## src/pam_defs.svh

```systemverilog
`ifndef PAM_DEFS_SVH
`define PAM_DEFS_SVH

// Register byte addresses on the bus
`define PAM_ADR_P2_DATA  8'h00
`define PAM_ADR_P2_DIR   8'h04
`define PAM_ADR_P2_PULL  8'h08
`define PAM_ADR_P6_DATA  8'h0C
`define PAM_ADR_P6_DIR   8'h10
`define PAM_ADR_P7_DATA  8'h14
`define PAM_ADR_P7_DIR   8'h18
`define PAM_ADR_P8_DATA  8'h1C
`define PAM_ADR_P8_DIR   8'h20
`define PAM_ADR_FUNC_EN  8'h24
`define PAM_ADR_SIO1     8'h28
`define PAM_ADR_SIO2     8'h2C
`define PAM_ADR_UART1    8'h30
`define PAM_ADR_UART2    8'h34
`define PAM_ADR_MODE     8'h38

// Function enable register bit positions
`define PAM_FE_BUS_DATA  0
`define PAM_FE_FRAME     1
`define PAM_FE_HOLD      2
`define PAM_FE_CH1_SEL   3
`define PAM_FE_INPUT_FULL_FLAG_CH1      4
`define PAM_FE_OUTPUT_FULL_FLAG_CH1      5

// Serial and UART control bit positions
`define PAM_SC1_CLK_EN   2
`define PAM_SC1_TXD_EN   3
`define PAM_SC1_RDY_EN   4
`define PAM_SC1_CLK_OUT  6
`define PAM_SC2_RXD_EN   2
`define PAM_UC_CTS_EN    5
`define PAM_UC_RTS_EN    6

// Processor mode codes and the write-protected bit
`define PAM_MODE_SINGLE  2'h0
`define PAM_MODE_MICRO   2'h2
`define PAM_MODE_LOCK    1

// Reset values and strap wait
`define PAM_BYTE_RESET   8'h00
`define PAM_STRAP_WAIT   3'h4

`endif

```

## src/pam_pkg.sv

```systemverilog
package pam_pkg;

  // Boot strap capture sequence
  typedef enum logic { pam_strap_wait, pam_strap_done } pam_strap_type;

endpackage

```

## src/pam_port_mux.sv

```systemverilog
`timescale 1ns/10ps
`include "pam_defs.svh"
// Notes on behaviour
// - Bus interface enable turns port 6 into the host data bus.
// - Frame pulse enable drives the low start-of-frame pulse on port 7 bit 0.
// - Port 7 bit 1 is the low bus request in expansion modes with hold.
// - Channel select enable takes port 7 bit 2 as low host select.
// - Input full and channel enables drive low input-full flag on 7.3.
// - Otherwise hold handshake in expansion modes drives low grant ack on 7.3.
// - Output full and channel enables drive output-full flag on port 7 bit 4.
// - Second UART transmit mode drives its TX on port 8 bit 0 first.
// - Else serial ctrl1 bit 4 gives low ready out, or input in slave mode.
// - Second UART receive mode takes its RX from port 8 bit 1 first.
// - Else ctrl1 bit 2 carries serial clock; bit 6 picks out or in.
// - Second UART control bit 5 makes port 8 bit 2 its low CTS input.
// - Else serial ctrl2 bit 2 takes serial data input from port 8 bit 2.
// - UART2 bit 6 drives low RTS on 8.3, else ctrl1 bit 3 serial out.
// - First UART TX goes out on 8.4 and RX comes from 8.5 when active.
// - First UART control bit 5 gives CTS on 8.6, bit 6 RTS on 8.7.
// - Boot pin at reset picks mode; mode bit 1 locked while pin high.
// - Transfer active output is high during DMA in expansion modes.
// - System clock is output in expansion modes, frozen high on stop or wait.
// - Opcode fetch marker is high one half output clock per fetch.
// - Read and store strobes go low on reads and writes in expansion modes.
// - Port 2 pull-up acts only where its bit is set and pin is input.
// - An enabled peripheral function decides pin direction over the register.
module pam_port_mux (
  input  wire logic        clock,
  input  wire logic        rst_b,
  input  wire logic        wb_cyc_i,
  input  wire logic        wb_stb_i,
  input  wire logic        wb_we_i,
  input  wire logic [7:0]  wb_adr_i,
  input  wire logic [3:0]  wb_sel_i,
  input  wire logic [31:0] wb_dat_i,
  output logic      [31:0] wb_dat_o,
  output logic             wb_ack_o,
  input  wire logic        boot_mode_pin,
  input  wire logic [7:0]  p2_in,
  output logic      [7:0]  p2_out,
  output logic      [7:0]  p2_oe,
  output logic      [7:0]  p2_pullup,
  input  wire logic [7:0]  p6_in,
  output logic      [7:0]  p6_out,
  output logic      [7:0]  p6_oe,
  input  wire logic [4:0]  p7_in,
  output logic      [4:0]  p7_out,
  output logic      [4:0]  p7_oe,
  input  wire logic [7:0]  p8_in,
  output logic      [7:0]  p8_out,
  output logic      [7:0]  p8_oe,
  input  wire logic [7:0]  hif_data_out,
  input  wire logic [7:0]  hif_data_oe,
  output logic      [7:0]  hif_data_in,
  input  wire logic        frame_pulse_n,
  output logic             bus_grant_request_n,
  input  wire logic        bus_grant_ack_n,
  output logic             host_select_ch1_n,
  input  wire logic        input_full_flag_ch1_n,
  input  wire logic        output_full_flag_ch1,
  input  wire logic        uart2_tx_mode,
  input  wire logic        uart2_txd,
  input  wire logic        uart2_rx_mode,
  output logic             uart2_rxd,
  output logic             uart2_cts_n,
  input  wire logic        uart2_rts_n,
  input  wire logic        sio_slave_mode,
  input  wire logic        sync_serial_ready_n,
  output logic             sync_serial_ready_in,
  input  wire logic        sync_serial_clock_out,
  output logic             sync_serial_clock_in,
  output logic             sync_serial_in,
  input  wire logic        sync_serial_out,
  input  wire logic        uart1_tx_mode,
  input  wire logic        uart1_txd,
  input  wire logic        uart1_rx_mode,
  output logic             uart1_rxd,
  output logic             uart1_cts_n,
  input  wire logic        uart1_rts_n,
  input  wire logic        dma_active,
  input  wire logic        cpu_halted,
  input  wire logic        opcode_fetch,
  input  wire logic        cpu_read,
  input  wire logic        cpu_write,
  output logic             transfer_active_out,
  output logic             system_clock_out,
  output logic             opcode_fetch_marker,
  output logic             read_strobe_n,
  output logic             store_strobe_n,
  output logic      [1:0]  processor_mode
);

  // Register file
  logic [7:0] p2_latch, p2_dir, p2_pull, p6_latch, p6_dir;
  logic [4:0] p7_latch, p7_dir;
  logic [7:0] p8_latch, p8_dir, func_en;
  logic [7:0] serial_port_ctrl1, serial_port_ctrl2;
  logic [7:0] uart1_ctrl, uart2_ctrl;
  logic [1:0] processor_mode_reg_a;

  // Synchroniser chains and filtered pin levels
  logic [29:0] pin_raw, sync1, sync2, sync3, filt;
  logic [7:0]  f_p2, f_p6, f_p8;
  logic [4:0]  f_p7;
  logic        f_boot;

  // Strap capture
  pam_pkg::pam_strap_type strap_state;
  logic [2:0]             strap_cnt;

  // Combinational pin selections
  logic [7:0] next_p6_out, next_p6_oe, next_p8_out, next_p8_oe;
  logic [4:0] next_p7_out, next_p7_oe;
  logic [31:0] next_rd;
  logic       expand, hold_on, sel_ch1, ibf_on, wr_en;

  assign pin_raw = {boot_mode_pin, p8_in, p7_in, p6_in, p2_in};
  assign {f_boot, f_p8, f_p7, f_p6, f_p2} = filt;
  assign expand  = processor_mode_reg_a != `PAM_MODE_SINGLE;
  assign hold_on = expand && func_en[`PAM_FE_HOLD];
  assign sel_ch1 = func_en[`PAM_FE_CH1_SEL];
  assign ibf_on  = sel_ch1 && func_en[`PAM_FE_INPUT_FULL_FLAG_CH1];
  assign wr_en   = wb_cyc_i && wb_stb_i && wb_we_i && wb_ack_o
                   && wb_sel_i[0];

  // Three-stage synchroniser; a level counts once stages two and three agree
  genvar gi;
  generate
    for (gi = 0; gi < 30; gi = gi + 1) begin : g_sync
      always_ff @(posedge clock or negedge rst_b) begin
        if (!rst_b) begin
          sync1[gi] <= 1'h0;
          sync2[gi] <= 1'h0;
          sync3[gi] <= 1'h0;
          filt[gi]  <= 1'h0;
        end else begin
          sync1[gi] <= pin_raw[gi];
          sync2[gi] <= sync1[gi];
          sync3[gi] <= sync2[gi];
          if (sync2[gi] == sync3[gi]) begin
            filt[gi] <= sync3[gi];
          end
        end
      end
    end
  endgenerate

  // Wishbone handshake: one wait state, ack dropped the cycle after
  always_ff @(posedge clock or negedge rst_b) begin
    if (!rst_b) begin
      wb_ack_o <= 1'h0;
      wb_dat_o <= 32'h0;
    end else begin
      wb_ack_o <= wb_cyc_i && wb_stb_i && !wb_ack_o;
      wb_dat_o <= next_rd;
    end
  end

  // Read mux; a port read shows the pin for inputs, the latch for outputs
  always_comb begin
    next_rd = 32'h0;
    case (wb_adr_i)
      `PAM_ADR_P2_DATA: next_rd[7:0] = (f_p2 & ~p2_dir) | (p2_latch & p2_dir);
      `PAM_ADR_P2_DIR:  next_rd[7:0] = p2_dir;
      `PAM_ADR_P2_PULL: next_rd[7:0] = p2_pull;
      `PAM_ADR_P6_DATA: next_rd[7:0] = (f_p6 & ~p6_dir) | (p6_latch & p6_dir);
      `PAM_ADR_P6_DIR:  next_rd[7:0] = p6_dir;
      `PAM_ADR_P7_DATA: next_rd[4:0] = (f_p7 & ~p7_dir) | (p7_latch & p7_dir);
      `PAM_ADR_P7_DIR:  next_rd[4:0] = p7_dir;
      `PAM_ADR_P8_DATA: next_rd[7:0] = (f_p8 & ~p8_dir) | (p8_latch & p8_dir);
      `PAM_ADR_P8_DIR:  next_rd[7:0] = p8_dir;
      `PAM_ADR_FUNC_EN: next_rd[7:0] = func_en;
      `PAM_ADR_SIO1:    next_rd[7:0] = serial_port_ctrl1;
      `PAM_ADR_SIO2:    next_rd[7:0] = serial_port_ctrl2;
      `PAM_ADR_UART1:   next_rd[7:0] = uart1_ctrl;
      `PAM_ADR_UART2:   next_rd[7:0] = uart2_ctrl;
      `PAM_ADR_MODE:    next_rd[1:0] = processor_mode_reg_a;
      default:          next_rd = 32'h0;
    endcase
  end

  // Port latches, directions and pull-up bits; reset leaves all inputs
  always_ff @(posedge clock or negedge rst_b) begin
    if (!rst_b) begin
      p2_latch <= `PAM_BYTE_RESET;
      p2_dir   <= `PAM_BYTE_RESET;
      p2_pull  <= `PAM_BYTE_RESET;
      p6_latch <= `PAM_BYTE_RESET;
      p6_dir   <= `PAM_BYTE_RESET;
      p7_latch <= 5'h0;
      p7_dir   <= 5'h0;
      p8_latch <= `PAM_BYTE_RESET;
      p8_dir   <= `PAM_BYTE_RESET;
    end else if (wr_en) begin
      case (wb_adr_i)
        `PAM_ADR_P2_DATA: p2_latch <= wb_dat_i[7:0];
        `PAM_ADR_P2_DIR:  p2_dir   <= wb_dat_i[7:0];
        `PAM_ADR_P2_PULL: p2_pull  <= wb_dat_i[7:0];
        `PAM_ADR_P6_DATA: p6_latch <= wb_dat_i[7:0];
        `PAM_ADR_P6_DIR:  p6_dir   <= wb_dat_i[7:0];
        `PAM_ADR_P7_DATA: p7_latch <= wb_dat_i[4:0];
        `PAM_ADR_P7_DIR:  p7_dir   <= wb_dat_i[4:0];
        `PAM_ADR_P8_DATA: p8_latch <= wb_dat_i[7:0];
        `PAM_ADR_P8_DIR:  p8_dir   <= wb_dat_i[7:0];
        default: ;
      endcase
    end
  end

  // Peripheral enable and control registers
  always_ff @(posedge clock or negedge rst_b) begin
    if (!rst_b) begin
      func_en           <= `PAM_BYTE_RESET;
      serial_port_ctrl1 <= `PAM_BYTE_RESET;
      serial_port_ctrl2 <= `PAM_BYTE_RESET;
      uart1_ctrl        <= `PAM_BYTE_RESET;
      uart2_ctrl        <= `PAM_BYTE_RESET;
    end else if (wr_en) begin
      case (wb_adr_i)
        `PAM_ADR_FUNC_EN: func_en           <= wb_dat_i[7:0];
        `PAM_ADR_SIO1:    serial_port_ctrl1 <= wb_dat_i[7:0];
        `PAM_ADR_SIO2:    serial_port_ctrl2 <= wb_dat_i[7:0];
        `PAM_ADR_UART1:   uart1_ctrl        <= wb_dat_i[7:0];
        `PAM_ADR_UART2:   uart2_ctrl        <= wb_dat_i[7:0];
        default: ;
      endcase
    end
  end

  // Mode strap: the pin is read only after the synchroniser has settled,
  // since an asynchronous reset may not load a pin level
  always_ff @(posedge clock or negedge rst_b) begin
    if (!rst_b) begin
      strap_state          <= pam_pkg::pam_strap_wait;
      strap_cnt            <= 3'h0;
      processor_mode_reg_a <= `PAM_MODE_SINGLE;
    end else begin
      case (strap_state)
        pam_pkg::pam_strap_wait: begin
          strap_cnt <= strap_cnt + 3'h1;
          if (strap_cnt == `PAM_STRAP_WAIT) begin
            strap_state          <= pam_pkg::pam_strap_done;
            processor_mode_reg_a <= f_boot ? `PAM_MODE_MICRO
                                           : `PAM_MODE_SINGLE;
          end
        end
        pam_pkg::pam_strap_done: begin
          if (wr_en && wb_adr_i == `PAM_ADR_MODE) begin
            processor_mode_reg_a[0] <= wb_dat_i[0];
            if (!f_boot) begin
              processor_mode_reg_a[`PAM_MODE_LOCK] <=
                wb_dat_i[`PAM_MODE_LOCK];
            end
          end
        end
        default: strap_state <= pam_pkg::pam_strap_wait;
      endcase
    end
  end

  // Pin function selection; an enabled peripheral owns the drive direction
  always_comb begin
    next_p6_out = p6_latch;
    next_p6_oe  = p6_dir;
    next_p7_out = p7_latch;
    next_p7_oe  = p7_dir;
    next_p8_out = p8_latch;
    next_p8_oe  = p8_dir;
    if (func_en[`PAM_FE_BUS_DATA]) begin
      next_p6_out = hif_data_out;
      next_p6_oe  = hif_data_oe;
    end
    if (func_en[`PAM_FE_FRAME]) begin
      next_p7_out[0] = frame_pulse_n;
      next_p7_oe[0]  = 1'h1;
    end
    if (hold_on) begin
      next_p7_oe[1] = 1'h0;
    end
    if (sel_ch1) begin
      next_p7_oe[2] = 1'h0;
    end
    if (ibf_on) begin
      next_p7_out[3] = input_full_flag_ch1_n;
      next_p7_oe[3]  = 1'h1;
    end else if (hold_on) begin
      next_p7_out[3] = bus_grant_ack_n;
      next_p7_oe[3]  = 1'h1;
    end
    if (sel_ch1 && func_en[`PAM_FE_OUTPUT_FULL_FLAG_CH1]) begin
      next_p7_out[4] = output_full_flag_ch1;
      next_p7_oe[4]  = 1'h1;
    end
    // Second UART outranks the clocked serial port on bits 0 to 3
    if (uart2_tx_mode) begin
      next_p8_out[0] = uart2_txd;
      next_p8_oe[0]  = 1'h1;
    end else if (serial_port_ctrl1[`PAM_SC1_RDY_EN]) begin
      next_p8_out[0] = sync_serial_ready_n;
      next_p8_oe[0]  = !sio_slave_mode;
    end
    if (uart2_rx_mode) begin
      next_p8_oe[1] = 1'h0;
    end else if (serial_port_ctrl1[`PAM_SC1_CLK_EN]) begin
      next_p8_out[1] = sync_serial_clock_out;
      next_p8_oe[1]  = serial_port_ctrl1[`PAM_SC1_CLK_OUT];
    end
    if (uart2_ctrl[`PAM_UC_CTS_EN]) begin
      next_p8_oe[2] = 1'h0;
    end else if (serial_port_ctrl2[`PAM_SC2_RXD_EN]) begin
      next_p8_oe[2] = 1'h0;
    end
    if (uart2_ctrl[`PAM_UC_RTS_EN]) begin
      next_p8_out[3] = uart2_rts_n;
      next_p8_oe[3]  = 1'h1;
    end else if (serial_port_ctrl1[`PAM_SC1_TXD_EN]) begin
      next_p8_out[3] = sync_serial_out;
      next_p8_oe[3]  = 1'h1;
    end
    if (uart1_tx_mode) begin
      next_p8_out[4] = uart1_txd;
      next_p8_oe[4]  = 1'h1;
    end
    if (uart1_rx_mode) begin
      next_p8_oe[5] = 1'h0;
    end
    if (uart1_ctrl[`PAM_UC_CTS_EN]) begin
      next_p8_oe[6] = 1'h0;
    end
    if (uart1_ctrl[`PAM_UC_RTS_EN]) begin
      next_p8_out[7] = uart1_rts_n;
      next_p8_oe[7]  = 1'h1;
    end
  end

  // Pin drivers, registered so every pin output comes from a flop
  always_ff @(posedge clock or negedge rst_b) begin
    if (!rst_b) begin
      p2_out    <= `PAM_BYTE_RESET;
      p2_oe     <= `PAM_BYTE_RESET;
      p2_pullup <= `PAM_BYTE_RESET;
      p6_out    <= `PAM_BYTE_RESET;
      p6_oe     <= `PAM_BYTE_RESET;
      p7_out    <= 5'h0;
      p7_oe     <= 5'h0;
      p8_out    <= `PAM_BYTE_RESET;
      p8_oe     <= `PAM_BYTE_RESET;
    end else begin
      p2_out    <= p2_latch;
      p2_oe     <= p2_dir;
      p2_pullup <= p2_pull & ~p2_dir;
      p6_out    <= next_p6_out;
      p6_oe     <= next_p6_oe;
      p7_out    <= next_p7_out;
      p7_oe     <= next_p7_oe;
      p8_out    <= next_p8_out;
      p8_oe     <= next_p8_oe;
    end
  end

  // Inputs handed to peripherals; idle levels when the pin is not theirs
  always_ff @(posedge clock or negedge rst_b) begin
    if (!rst_b) begin
      hif_data_in          <= `PAM_BYTE_RESET;
      bus_grant_request_n  <= 1'h1;
      host_select_ch1_n    <= 1'h1;
      uart2_rxd            <= 1'h1;
      uart2_cts_n          <= 1'h0;
      sync_serial_ready_in <= 1'h1;
      sync_serial_clock_in <= 1'h1;
      sync_serial_in       <= 1'h1;
      uart1_rxd            <= 1'h1;
      uart1_cts_n          <= 1'h0;
    end else begin
      hif_data_in         <= func_en[`PAM_FE_BUS_DATA] ? f_p6
                                                       : `PAM_BYTE_RESET;
      bus_grant_request_n <= hold_on ? f_p7[1] : 1'h1;
      host_select_ch1_n   <= sel_ch1 ? f_p7[2] : 1'h1;
      uart2_rxd           <= uart2_rx_mode ? f_p8[1] : 1'h1;
      uart2_cts_n         <= uart2_ctrl[`PAM_UC_CTS_EN] ? f_p8[2]
                                                        : 1'h0;
      sync_serial_ready_in <= (!uart2_tx_mode && sio_slave_mode
        && serial_port_ctrl1[`PAM_SC1_RDY_EN]) ? f_p8[0] : 1'h1;
      sync_serial_clock_in <= (!uart2_rx_mode
        && serial_port_ctrl1[`PAM_SC1_CLK_EN]
        && !serial_port_ctrl1[`PAM_SC1_CLK_OUT]) ? f_p8[1] : 1'h1;
      sync_serial_in <= (!uart2_ctrl[`PAM_UC_CTS_EN]
        && serial_port_ctrl2[`PAM_SC2_RXD_EN]) ? f_p8[2] : 1'h1;
      uart1_rxd   <= uart1_rx_mode ? f_p8[5] : 1'h1;
      uart1_cts_n <= uart1_ctrl[`PAM_UC_CTS_EN] ? f_p8[6] : 1'h0;
    end
  end

  // Expansion bus status; output clock is the system clock halved since
  // a flop cannot reproduce its own clock, so one half period is one cycle
  always_ff @(posedge clock or negedge rst_b) begin
    if (!rst_b) begin
      transfer_active_out <= 1'h0;
      system_clock_out    <= 1'h1;
      opcode_fetch_marker <= 1'h0;
      read_strobe_n       <= 1'h1;
      store_strobe_n      <= 1'h1;
      processor_mode      <= `PAM_MODE_SINGLE;
    end else begin
      transfer_active_out <= expand && dma_active;
      if (!expand || cpu_halted) begin
        system_clock_out <= 1'h1;
      end else begin
        system_clock_out <= !system_clock_out;
      end
      opcode_fetch_marker <= expand && opcode_fetch;
      read_strobe_n       <= !(expand && cpu_read);
      store_strobe_n      <= !(expand && cpu_write);
      processor_mode      <= processor_mode_reg_a;
    end
  end
endmodule

```

## config.mk

```make
export PLATFORM = sky130hd
export DESIGN_NAME = pam_port_mux
export DESIGN_NICKNAME = d
export VERILOG_FILES = /design/src/pam_pkg.sv /design/src/pam_port_mux.sv
export VERILOG_INCLUDE_DIRS = /design/src /design/src/src
export SDC_FILE = /design/constraint.sdc
export NUM_CORES = 1
export LEC_CHECK = 0
export ABC_AREA = 1
export BUFFER_PORTS_ARGS = -buffer_cell sky130_fd_sc_hd__buf_2
export CAP_MARGIN = 20
export CORE_UTILIZATION = 50
export CTS_CLUSTER_SIZE = 10
export DETAILED_ROUTE_END_ITERATION = 10
export GPL_ROUTABILITY_DRIVEN = 0
export HOLD_SLACK_MARGIN = 0.1
export PLACE_DENSITY = 0.74
export SLEW_MARGIN = 20
export SYNTH_ARGS = -nofsm -noshare
export SYNTH_HDL_FRONTEND = slang
export SYNTH_SLANG_ARGS = --single-unit
```

## constraint.sdc

```tcl
create_clock -name clock -period 1.35 [get_ports clock]
set_input_delay 0.3375 -clock clock [delete_from_list [all_inputs] [get_ports clock]]
set_output_delay 0.3375 -clock clock [all_outputs]
set_load 0.005 [all_outputs]
```

==> metrics.csv, run 1 <==
metric;value;unit
drv_slew;0;
grt_usage;0.2387;
dp_hpwl;20.45;mm
p_per_area;1222;nW/um^2
drtPass1Iterations;6;
cts_tree;done;
yosys.area_share.adder;0.02565;
synthXorXnorAreaFrac;0.001381;
totalWireLength;31.67;mm
viasPerCell;5.035;
core;24600;um^2
worstSetupStartpointType;flip-flop;
area_delta_synth_final;33.29;%
synth_simple_gate_area_frac;0.1785;
p_leak;8.414;nW
pin_count;239;
grt_max_degree;64;
synth_top_family_by_area;simple AND/OR/NAND/NOR gates;
clkLatencyLatePin;0.53;ns
clockBufferDepth;3;
antenna_found_initial;4;
ys.flop_type;dfrtp_1;
initial_core_util;0.5155;
grt_pass1_wl;48.18;mm
hold_violations;0;
synth_area;12680;um^2
ant_nets;0;
critPathBufInv;1;
clk_pin_slew_worst_paths;0.06;ns
max-cap-violations;0;
yosysUniqueCellTypes;37;
rows;57;
status;complete, but fails checks;
placedInstanceArea;14380;um^2
drive_above_1_share;0.3098;
crit_arrival;1.16;ns
path_cells;buf_2;
fillCellCount;1785;
grt_pass1_vias;9194;
synth_edf_count;0;
min_period;1.500;ns
finClkSkew;0.01374;ns
numPortBuffers;187;
synth_compound_gate_area_share;0.06609;
peakVddDrop;905.2;uV
cts_sinks;331;
drcViolationCount;0;
use_met2;0.3830;
numCtsBuffers;39;
crit_path_end_kind;primary output;
finalSetupViolCount;126;
max_freq;0.6667;GHz
synth-seq-area-share;0.6540;
async_flop_share;1.000;
routed-via-count;9496;
required;1.01;ns
syn_area_per_cell;10.57;um^2
fin_area;16910;um^2
met3_usage;0.04212;
grt-ovfl-total;0;
drt_iter0_markers;805;
total_power;20.66;mW
die_h;161.3;um
dieArea;26010;um^2
hold_class;input port to flip-flop;
cp_slowest_stage_delay;0.54;ns
critical_path.slowest_cell;dfstp_2;
path_delay_family;flip-flops;
syn_inst;1200;
rsz0062_at_grt;true;
ys_warn_count;0;
cts_root_buf;clkbuf_16;
ys_ff_latch;331;
die_w;161.3;um
crit_fanout;1;
wl_per_cell;16.79;um
finalWorstSetupSlack;-0.1498;ns
top_usage_layer;met2;
critPathKind;flip-flop to primary output;
violations;setup timing;
layout.nets;1656;
met1_usage;0.3352;
cts.htree.levels;2;
top_regs;sync1 x30, sync2 x30, sync3 x30;
fin_crit_sh;1.111;
muxShareOfSynthArea;0.005228;
[kinds of logic (layout without fill, tap and decap cells)]
| family | count (synthesis) | in the layout |
|---|---|---|
| AO/OA/AOI/OAI | 151 | 151 |
| AND/OR/NAND/NOR | 501 | 510 |
| XOR/XNOR | 2 | 2 |
| buffers and inverters | 176 | 503 |
| multiplexers | 6 | 6 |
| flip-flops | 331 | 331 |
| other | 1 | 27 |
| adder cells (fa/ha/maj) | 32 | 32 |
[path summary, 6_finish.rpt]
check                                               from                     to  slack, ns  cells past startpoint
worst max register to register        wb_ack_o$_DFF_PN0_  p7_dir[2]$_DFFE_PN0P_      -0.09                      7
min in group asynchronous                          rst_b    f_p6[1]$_DFFE_PN0N_       0.26                      2
worst min register to register       sync1[25]$_DFF_PN0_    sync2[25]$_DFF_PN0_       0.34                      0
worst min-delay path                       uart2_tx_mode     p8_oe[0]$_DFF_PN0_       0.12                      3
worst max-delay path            sync_serial_in$_DFF_PN1_         sync_serial_in      -0.15                      1
max in group asynchronous                          rst_b    sync3[21]$_DFF_PN0_       0.47                      4
[metrics by stage]
step	cells	hold slack, ns	setup WS [ns]	utilization	TNS, ns
global route	1885	0.1350	-0.1950	0.6871	-15.01
global placement	1737	0.2086	-0.2557	0.5843	-18.59
CTS	1864	0.1032	-0.1725	0.6554	-2.310
finish	1886	0.1187	-0.1498	0.6872	-5.129
floorplan	1223	0.04191	0.001365	-	0
detailed placement	1737	0.2060	-0.2704	0.5843	-22.10
[metal layers]
metal  wire length, um  vias up
met2             15170      338
met5                34        -
met4               817        4
li1                  -     4463
met3              2143       66
met1             13510     4625
[cells in the mapped netlist (10+ instances only)]
cell,number,area share
nand2_1,332,0.098
dfrtp_1,321,0.63
nor2_4,11,0.0098
o21ai_1,48,0.019
buf_4,27,0.016
buf_6,14,0.012
dfstp_2,10,0.021
o21ai_0,79,0.031
nand3_1,68,0.027
inv_1,114,0.034
clkbuf_1,11,0.0033
maj3_1,30,0.024
o21ai_2,21,0.015
nor2_1,49,0.015
[layout by cell type, fill, tap and decap left out, drive strengths merged, types with 2 or more instances in the layout]
cell type / instances
nor2: 68
clkbuf: 59
inv: 121
dlygate4sd3: 64
o21ai: 148
maj3: 30
conb: 24
nor3: 4
dfstp: 10
diode: 3
ha: 2
nand3: 77
or2: 3
dfrtp: 321
buf: 257
mux2: 5
clkinv: 2
nand2: 355
[final cells by class]
type / count / area, um^2 / area share
diodes: 3 / 7.507 / 0.0004440
clock buffers: 57 / 1054 / 0.06231
clock inverters: 5 / 36.28 / 0.002146
inverters: 118 / 442.9 / 0.02620
multi-input cells: 725 / 4220 / 0.2496
flip-flops and latches: 331 / 8297 / 0.4907
well taps: 324 / 405.4 / 0.02398
repair buffers: 323 / 2445 / 0.1446
[power by group]
part           internal [mW]  switching, mW  leakage [nW]
clock                   5.37           3.79         0.529
combinational          0.505          0.647          3.60
sequential              10.2          0.142          4.28
total                   16.1           4.57          8.41
[repair_timing]
| action | in CTS | in global routing |
|---|---|---|
| pin swaps | 2 | 23 |
| setup endpoints to repair | 78 | 163 |
| hold buffers | 64 | 0 |
| gates resized for setup | 2 | 163 |
| endpoints found under the hold margin | 330 | 0 |
| gates cloned | 1 | 11 |
| buffers inserted | 0 | 8 |
Power figures use the tool's default switching activity.
==> inputs of run 2 (changes only) <==
--- a/config.mk
+++ b/config.mk
@@ -9,8 +9,8 @@
 export ABC_AREA = 1
 export BUFFER_PORTS_ARGS = -buffer_cell sky130_fd_sc_hd__buf_2
 export CAP_MARGIN = 20
+export CORE_MARGIN = 3
 export CORE_UTILIZATION = 50
-export CTS_CLUSTER_SIZE = 10
 export DETAILED_ROUTE_END_ITERATION = 10
 export GPL_ROUTABILITY_DRIVEN = 0
 export HOLD_SLACK_MARGIN = 0.1
==> metrics.csv, run 2 (synthesized netlist as in run 1, its figures left out) <==
metric;value;unit
min_to;processor_mode_reg_a[0]$_DFFE_PN0P_;
dp_cells;1742;
timing.rr.end;p8_latch[3]$_DFFE_PN0P_;
min_period;1.480;ns
seq_area;8297;um^2
dieArea;27320;um^2
place_ws;-0.3198;ns
grt_usage;0.2307;
fin_util;0.6907;
peakVddDrop;1125;uV
crit_path_end_kind;primary output;
cp_slowest_stage_delay;0.54;ns
layout.nets;1652;
crit_fanout;1;
finalWorstSetupSlack;-0.1304;ns
antenna_found_initial;4;
drcViolationCount;0;
r2r_slack;-0.08;ns
hold_class;input port to flip-flop;
initial_core_util;0.5155;
clockBufferDepth;3;
layout_commonest_cell;dfrtp_1;
worstSetupStartpointType;flip-flop;
drt_iter0_markers;853;
area_delta_synth_final;33.98;%
viasPerCell;5.122;
cts_tree;done;
core;24600;um^2
rows;57;
multi_input_area;4190;um^2
p_sw;4.535;mW
drtPass1Iterations;5;
critPathKind;flip-flop to primary output;
totalWireLength;33.28;mm
required;1.01;ns
critPathBufInv;1;
ant_nets;0;
numCtsBuffers;34;
die_h;165.3;um
rsz0062_at_grt;true;
p_per_area;1233;nW/um^2
drive_above_1_share;0.3137;
grt_pass1_wl;49.02;mm
final_cell_mix;dfrtp_1 (320), nand2_1 (278), buf_2 (181);
hold_path_depth;3;
rr_startpoint;wb_ack_o$_DFF_PN0_;
clk_pin_slew_worst_paths;0.06;ns
top_regs;sync1 x30, sync2 x30, sync3 x30;
cts_sinks;331;
finalSetupViolCount;103;
grt_pass1_vias;9501;
internal_power;16.42;mW
grt_max_degree;57;
crit_arrival;1.14;ns
fillCellCount;1701;
finClkSkew;0.01144;ns
stdcell_count;1885;
max-cap-violations;0;
comb_power_share;0.056;
cts_root_buf;clkbuf_16;
routed-via-count;9655;
hold_violations;0;
clkLatencyLatePin;0.51;ns
grt-ovfl-total;0;
hold_start;wb_dat_i[0];
switching_share;0.2164;
fin_crit_sh;1.097;
pin_count;239;
cts.htree.levels;2;
path_cells;buf_2;
p_leak;8.507;nW
violations;setup timing;
die_w;165.3;um
max_freq;0.6755;GHz
path_delay_family;flip-flops;
reg2reg_depth;7;
drv_slew;0;
numPortBuffers;187;
status;complete, but fails checks;
critical_path.slowest_cell;dfstp_2;
pwr-share-clk;0.451;
wl_per_cell;17.66;um
dp_hpwl;20.78;mm
power_frac_seq;0.493;
## run 2: cell types whose count changed in the layout (fill, tap and decap cells not counted), sizes merged, moves of 2 or more
cell      delta
buf          +3
clkinvlp     +2
clkbuf       -7
clkinv       +4
inv          -3
bufinv       +2
## run 2: power by group through the flow
stage | registers [mW] | logic, mW | clock network (mW)
after CTS | 10.3 | 1.14 | 9.61
after global routing | 10.4 | 1.29 | 10.0
after global placement | 10.5 | 0.969 | 0
final | 10.3 | 1.17 | 9.45
after floorplan | 10.5 | 0.379 | 0
after detailed placement | 10.5 | 0.989 | 0
## run 2: per-stage QoR
step           instance area [um^2]  power (mW)  hold WS, ns  TNS (ns)
2_1_floorplan                 12800       10.86      0.04191         0
3_3_place_gp                  14460       11.47       0.2515    -18.37
3_5_place_dp                  14460       11.50       0.2466    -21.82
4_1_cts                       16410       21.09       0.1015    -1.918
5_1_grt                       17000       21.68       0.1126    -12.06
6_report                      17000       20.96       0.1158    -4.165
## run 2: timing repair
item	in CTS	in global routing
hold endpoints to repair	350	0
hold buffers	63	0
gates cloned	2	9
endpoints found under the setup margin	60	145
resized for setup	20	137
pin swaps	4	33
setup buffers	3	3
## run 2: layout make-up
cell class	count	area share
flip-flops and latches	331	0.4882
multi-input cells	725	0.2466
repair buffers	324	0.1478
clock buffers	51	0.06111
inverters	118	0.02606
well taps	324	0.02385
clock inverters	10	0.006184
diodes	2	0.0002945
## run 2: tightest hold or removal path: stages
cell	delay [ns]
buf_2	0.11
nand2_1	0.06
o21ai_1	0.06
## run 2: how the worst max path moves through the flow
stage | start | end | slack, ns | cells after the start
2_1_floorplan | wb_ack_o$_DFF_PN0_ | p2_latch[5]$_DFFE_PN0P_ | 0.001 | 7
3_3_place_gp | wb_adr_i[7] | wb_dat_o[4]$_DFF_PN0_ | -0.29 | 8
3_5_place_dp | wb_adr_i[1] | wb_dat_o[0]$_DFF_PN0_ | -0.32 | 11
4_1_cts | sync_serial_in$_DFF_PN1_ | sync_serial_in | -0.15 | 1
5_1_grt | wb_ack_o$_DFF_PN0_ | p8_latch[3]$_DFFE_PN0P_ | -0.16 | 7
6_report | sync_serial_in$_DFF_PN1_ | sync_serial_in | -0.13 | 1
## run 2: layer usage
| metal | track usage | share of wire |
|---|---|---|
| met5 | 0 | 0.00078 |
| met4 | 0.07472 | 0.028 |
| met3 | 0.04490 | 0.076 |
| met2 | 0.3798 | 0.49 |
| met1 | 0.3109 | 0.40 |
==> inputs of run 3 (changes only) <==
--- a/config.mk
+++ b/config.mk
@@ -14,7 +14,7 @@
 export DETAILED_ROUTE_END_ITERATION = 10
 export GPL_ROUTABILITY_DRIVEN = 0
 export HOLD_SLACK_MARGIN = 0.1
-export PLACE_DENSITY = 0.74
+export PLACE_DENSITY = 0.78
 export SLEW_MARGIN = 20
 export SYNTH_ARGS = -nofsm -noshare
 export SYNTH_HDL_FRONTEND = slang
==> metrics.csv, run 3 (synthesized netlist as in run 1, its figures left out) <==
metric;value;unit
antenna_found_initial;3;
clockBufferDepth;3;
finalWorstSetupSlack;-0.1545;ns
grt_max_degree;92;
p_per_area;1249;nW/um^2
path_cells;nand3_4 > nor2_8 > buf_12 > nand3_4 > nand2_2 > o21ai_2;
finClkSkew;0.01742;ns
numCtsBuffers;34;
dp_hpwl;20.78;mm
grt_usage;0.2290;
hold_class;input port to flip-flop;
p_sw;4.522;mW
switching_share;0.2120;
crit_path_end_kind;flip-flop;
total_power;21.33;mW
cts.htree.levels;2;
dieArea;27320;um^2
finalSetupViolCount;117;
cp_common_cell;nand3_4;
max-cap-violations;0;
drt_iter0_markers;936;
drtPass1Iterations;6;
pin_count;239;
ant_nets;0;
p_leak;8.510;nW
critPathBufInv;1;
max_slew_margin;0.6564;
rows;57;
internal_power;16.81;mW
final_cell_mix;dfrtp_1 (320), nand2_1 (266), buf_2 (178);
grt_pass1_wl;48.58;mm
drcViolationCount;0;
top_regs;sync1 x30, sync2 x30, sync3 x30;
pwr-share-clk;0.460;
core;24600;um^2
rsz0062_at_grt;true;
cts_sinks;331;
initial_core_util;0.5155;
hold_violations;0;
area_delta_synth_final;34.66;%
routed-via-count;9815;
crit_arrival;1.89;ns
critical_path.slowest_cell;dfrtp_1;
clkLatencyLatePin;0.51;ns
cts_tree;done;
status;complete, but fails checks;
clk_pin_slew_worst_paths;0.06;ns
wl_per_cell;18.19;um
numPortBuffers;187;
crit_fanout;8;
max_freq;0.6647;GHz
comb_power_share;0.054;
power_frac_seq;0.485;
die_h;165.3;um
viasPerCell;5.218;
fin_crit_sh;1.114;
required;1.74;ns
grt_pass1_vias;9302;
place_ws;-0.2890;ns
grt-ovfl-total;0;
worstSetupStartpointType;flip-flop;
critPathKind;flip-flop to flip-flop;
violations;setup timing;
cp_slowest_stage_delay;0.42;ns
layout_commonest_cell;dfrtp_1;
totalWireLength;34.22;mm
path_delay_family;simple AND/OR/NAND/NOR gates;
tightest_slew;0.5149;ns
drive_above_1_share;0.3254;
min_period;1.504;ns
drv_slew;0;
layout.nets;1648;
peakVddDrop;1001;uV
die_w;165.3;um
cts_root_buf;clkbuf_16;
## run 3: cell types whose count changed in the layout (fill, tap and decap cells not counted), sizes merged
cell,delta
clkbuf,+7
nand2,+2
dlygate4sd3,-2
clkinvlp,-2
buf,-7
nand3,+1
clkinv,-4
bufinv,+1
## run 3: power groups by stage
stage | registers (mW) | clock network [mW] | logic [mW]
floorplan | 10.5 | 0 | 0.379
global placement | 10.5 | 0 | 0.936
detailed placement | 10.5 | 0 | 0.958
CTS | 10.3 | 9.94 | 1.11
global route | 10.4 | 10.4 | 1.28
finish | 10.3 | 9.82 | 1.16
## run 3: final cells by class
| cell class | instances | area, um^2 |
|---|---|---|
| sequential | 331 | 8297 |
| tap | 324 | 405.4 |
| clock inverter | 5 | 100.1 |
| inverter | 118 | 442.9 |
| antenna | 2 | 5.005 |
| clock buffer | 56 | 1097 |
| fill | 1634 | 7523 |
| multi-input combinational | 728 | 4288 |
| timing repair buffer | 317 | 2446 |
## run 3: metal layers
metal  up-vias  GRT usage  share of wire
met5         -          0        0.00032
met4         2    0.07777          0.033
met3        97    0.04914          0.083
met2       474     0.3746           0.49
met1      4804     0.3060           0.39
li1       4438          -              -
## run 3: through the flow
| stage | cell area (um^2) | hold slack, ns | TNS, ns | util | instances |
|---|---|---|---|---|---|
| after floorplan | 12800 | 0.04191 | 0 | - | 1223 |
| after global placement | 14360 | 0.1658 | -17.91 | 0.5837 | 1735 |
| after detailed placement | 14360 | 0.1637 | -20.70 | 0.5837 | 1735 |
| after CTS | 16200 | 0.1009 | -1.591 | 0.6586 | 1858 |
| after global routing | 17080 | 0.1198 | -14.22 | 0.6942 | 1881 |
| final | 17080 | 0.1157 | -7.904 | 0.6942 | 1881 |
## run 3: worst reg2reg max path: cells and delay by family (launching register included)
kind	cells	cell delay, ns
DFF	1	0.42
buffers and inverters	1	0.22
AOI/OAI and AO/OA	1	0.07
and+or+nand+nor	4	0.68
## run 3: worst paths after layout
path / end / start / slack (ns) / cells after the start
setup / recovery: p2_dir[3]$_DFFE_PN0P_ / wb_ack_o$_DFF_PN0_ / -0.15 / 6
hold / removal: sync_serial_ready_in$_DFF_PN1_ / sio_slave_mode / 0.12 / 4
setup reg to reg: p2_dir[3]$_DFFE_PN0P_ / wb_ack_o$_DFF_PN0_ / -0.15 / 6
hold reg to reg: sync2[13]$_DFF_PN0_ / sync1[13]$_DFF_PN0_ / 0.35 / 0
max in group asynchronous: sync3[7]$_DFF_PN0_ / rst_b / 0.43 / 3
min in group asynchronous: wb_dat_o[0]$_DFF_PN0_ / rst_b / 0.25 / 2
## run 3: timing repair
action / CTS / global route
gates cloned: 0 / 15
setup endpoints to repair: 56 / 167
pin swaps: 3 / 26
hold buffers: 61 / 0
hold endpoints to repair: 318 / 0
buffers inserted: 1 / 6
resized for setup: 5 / 183
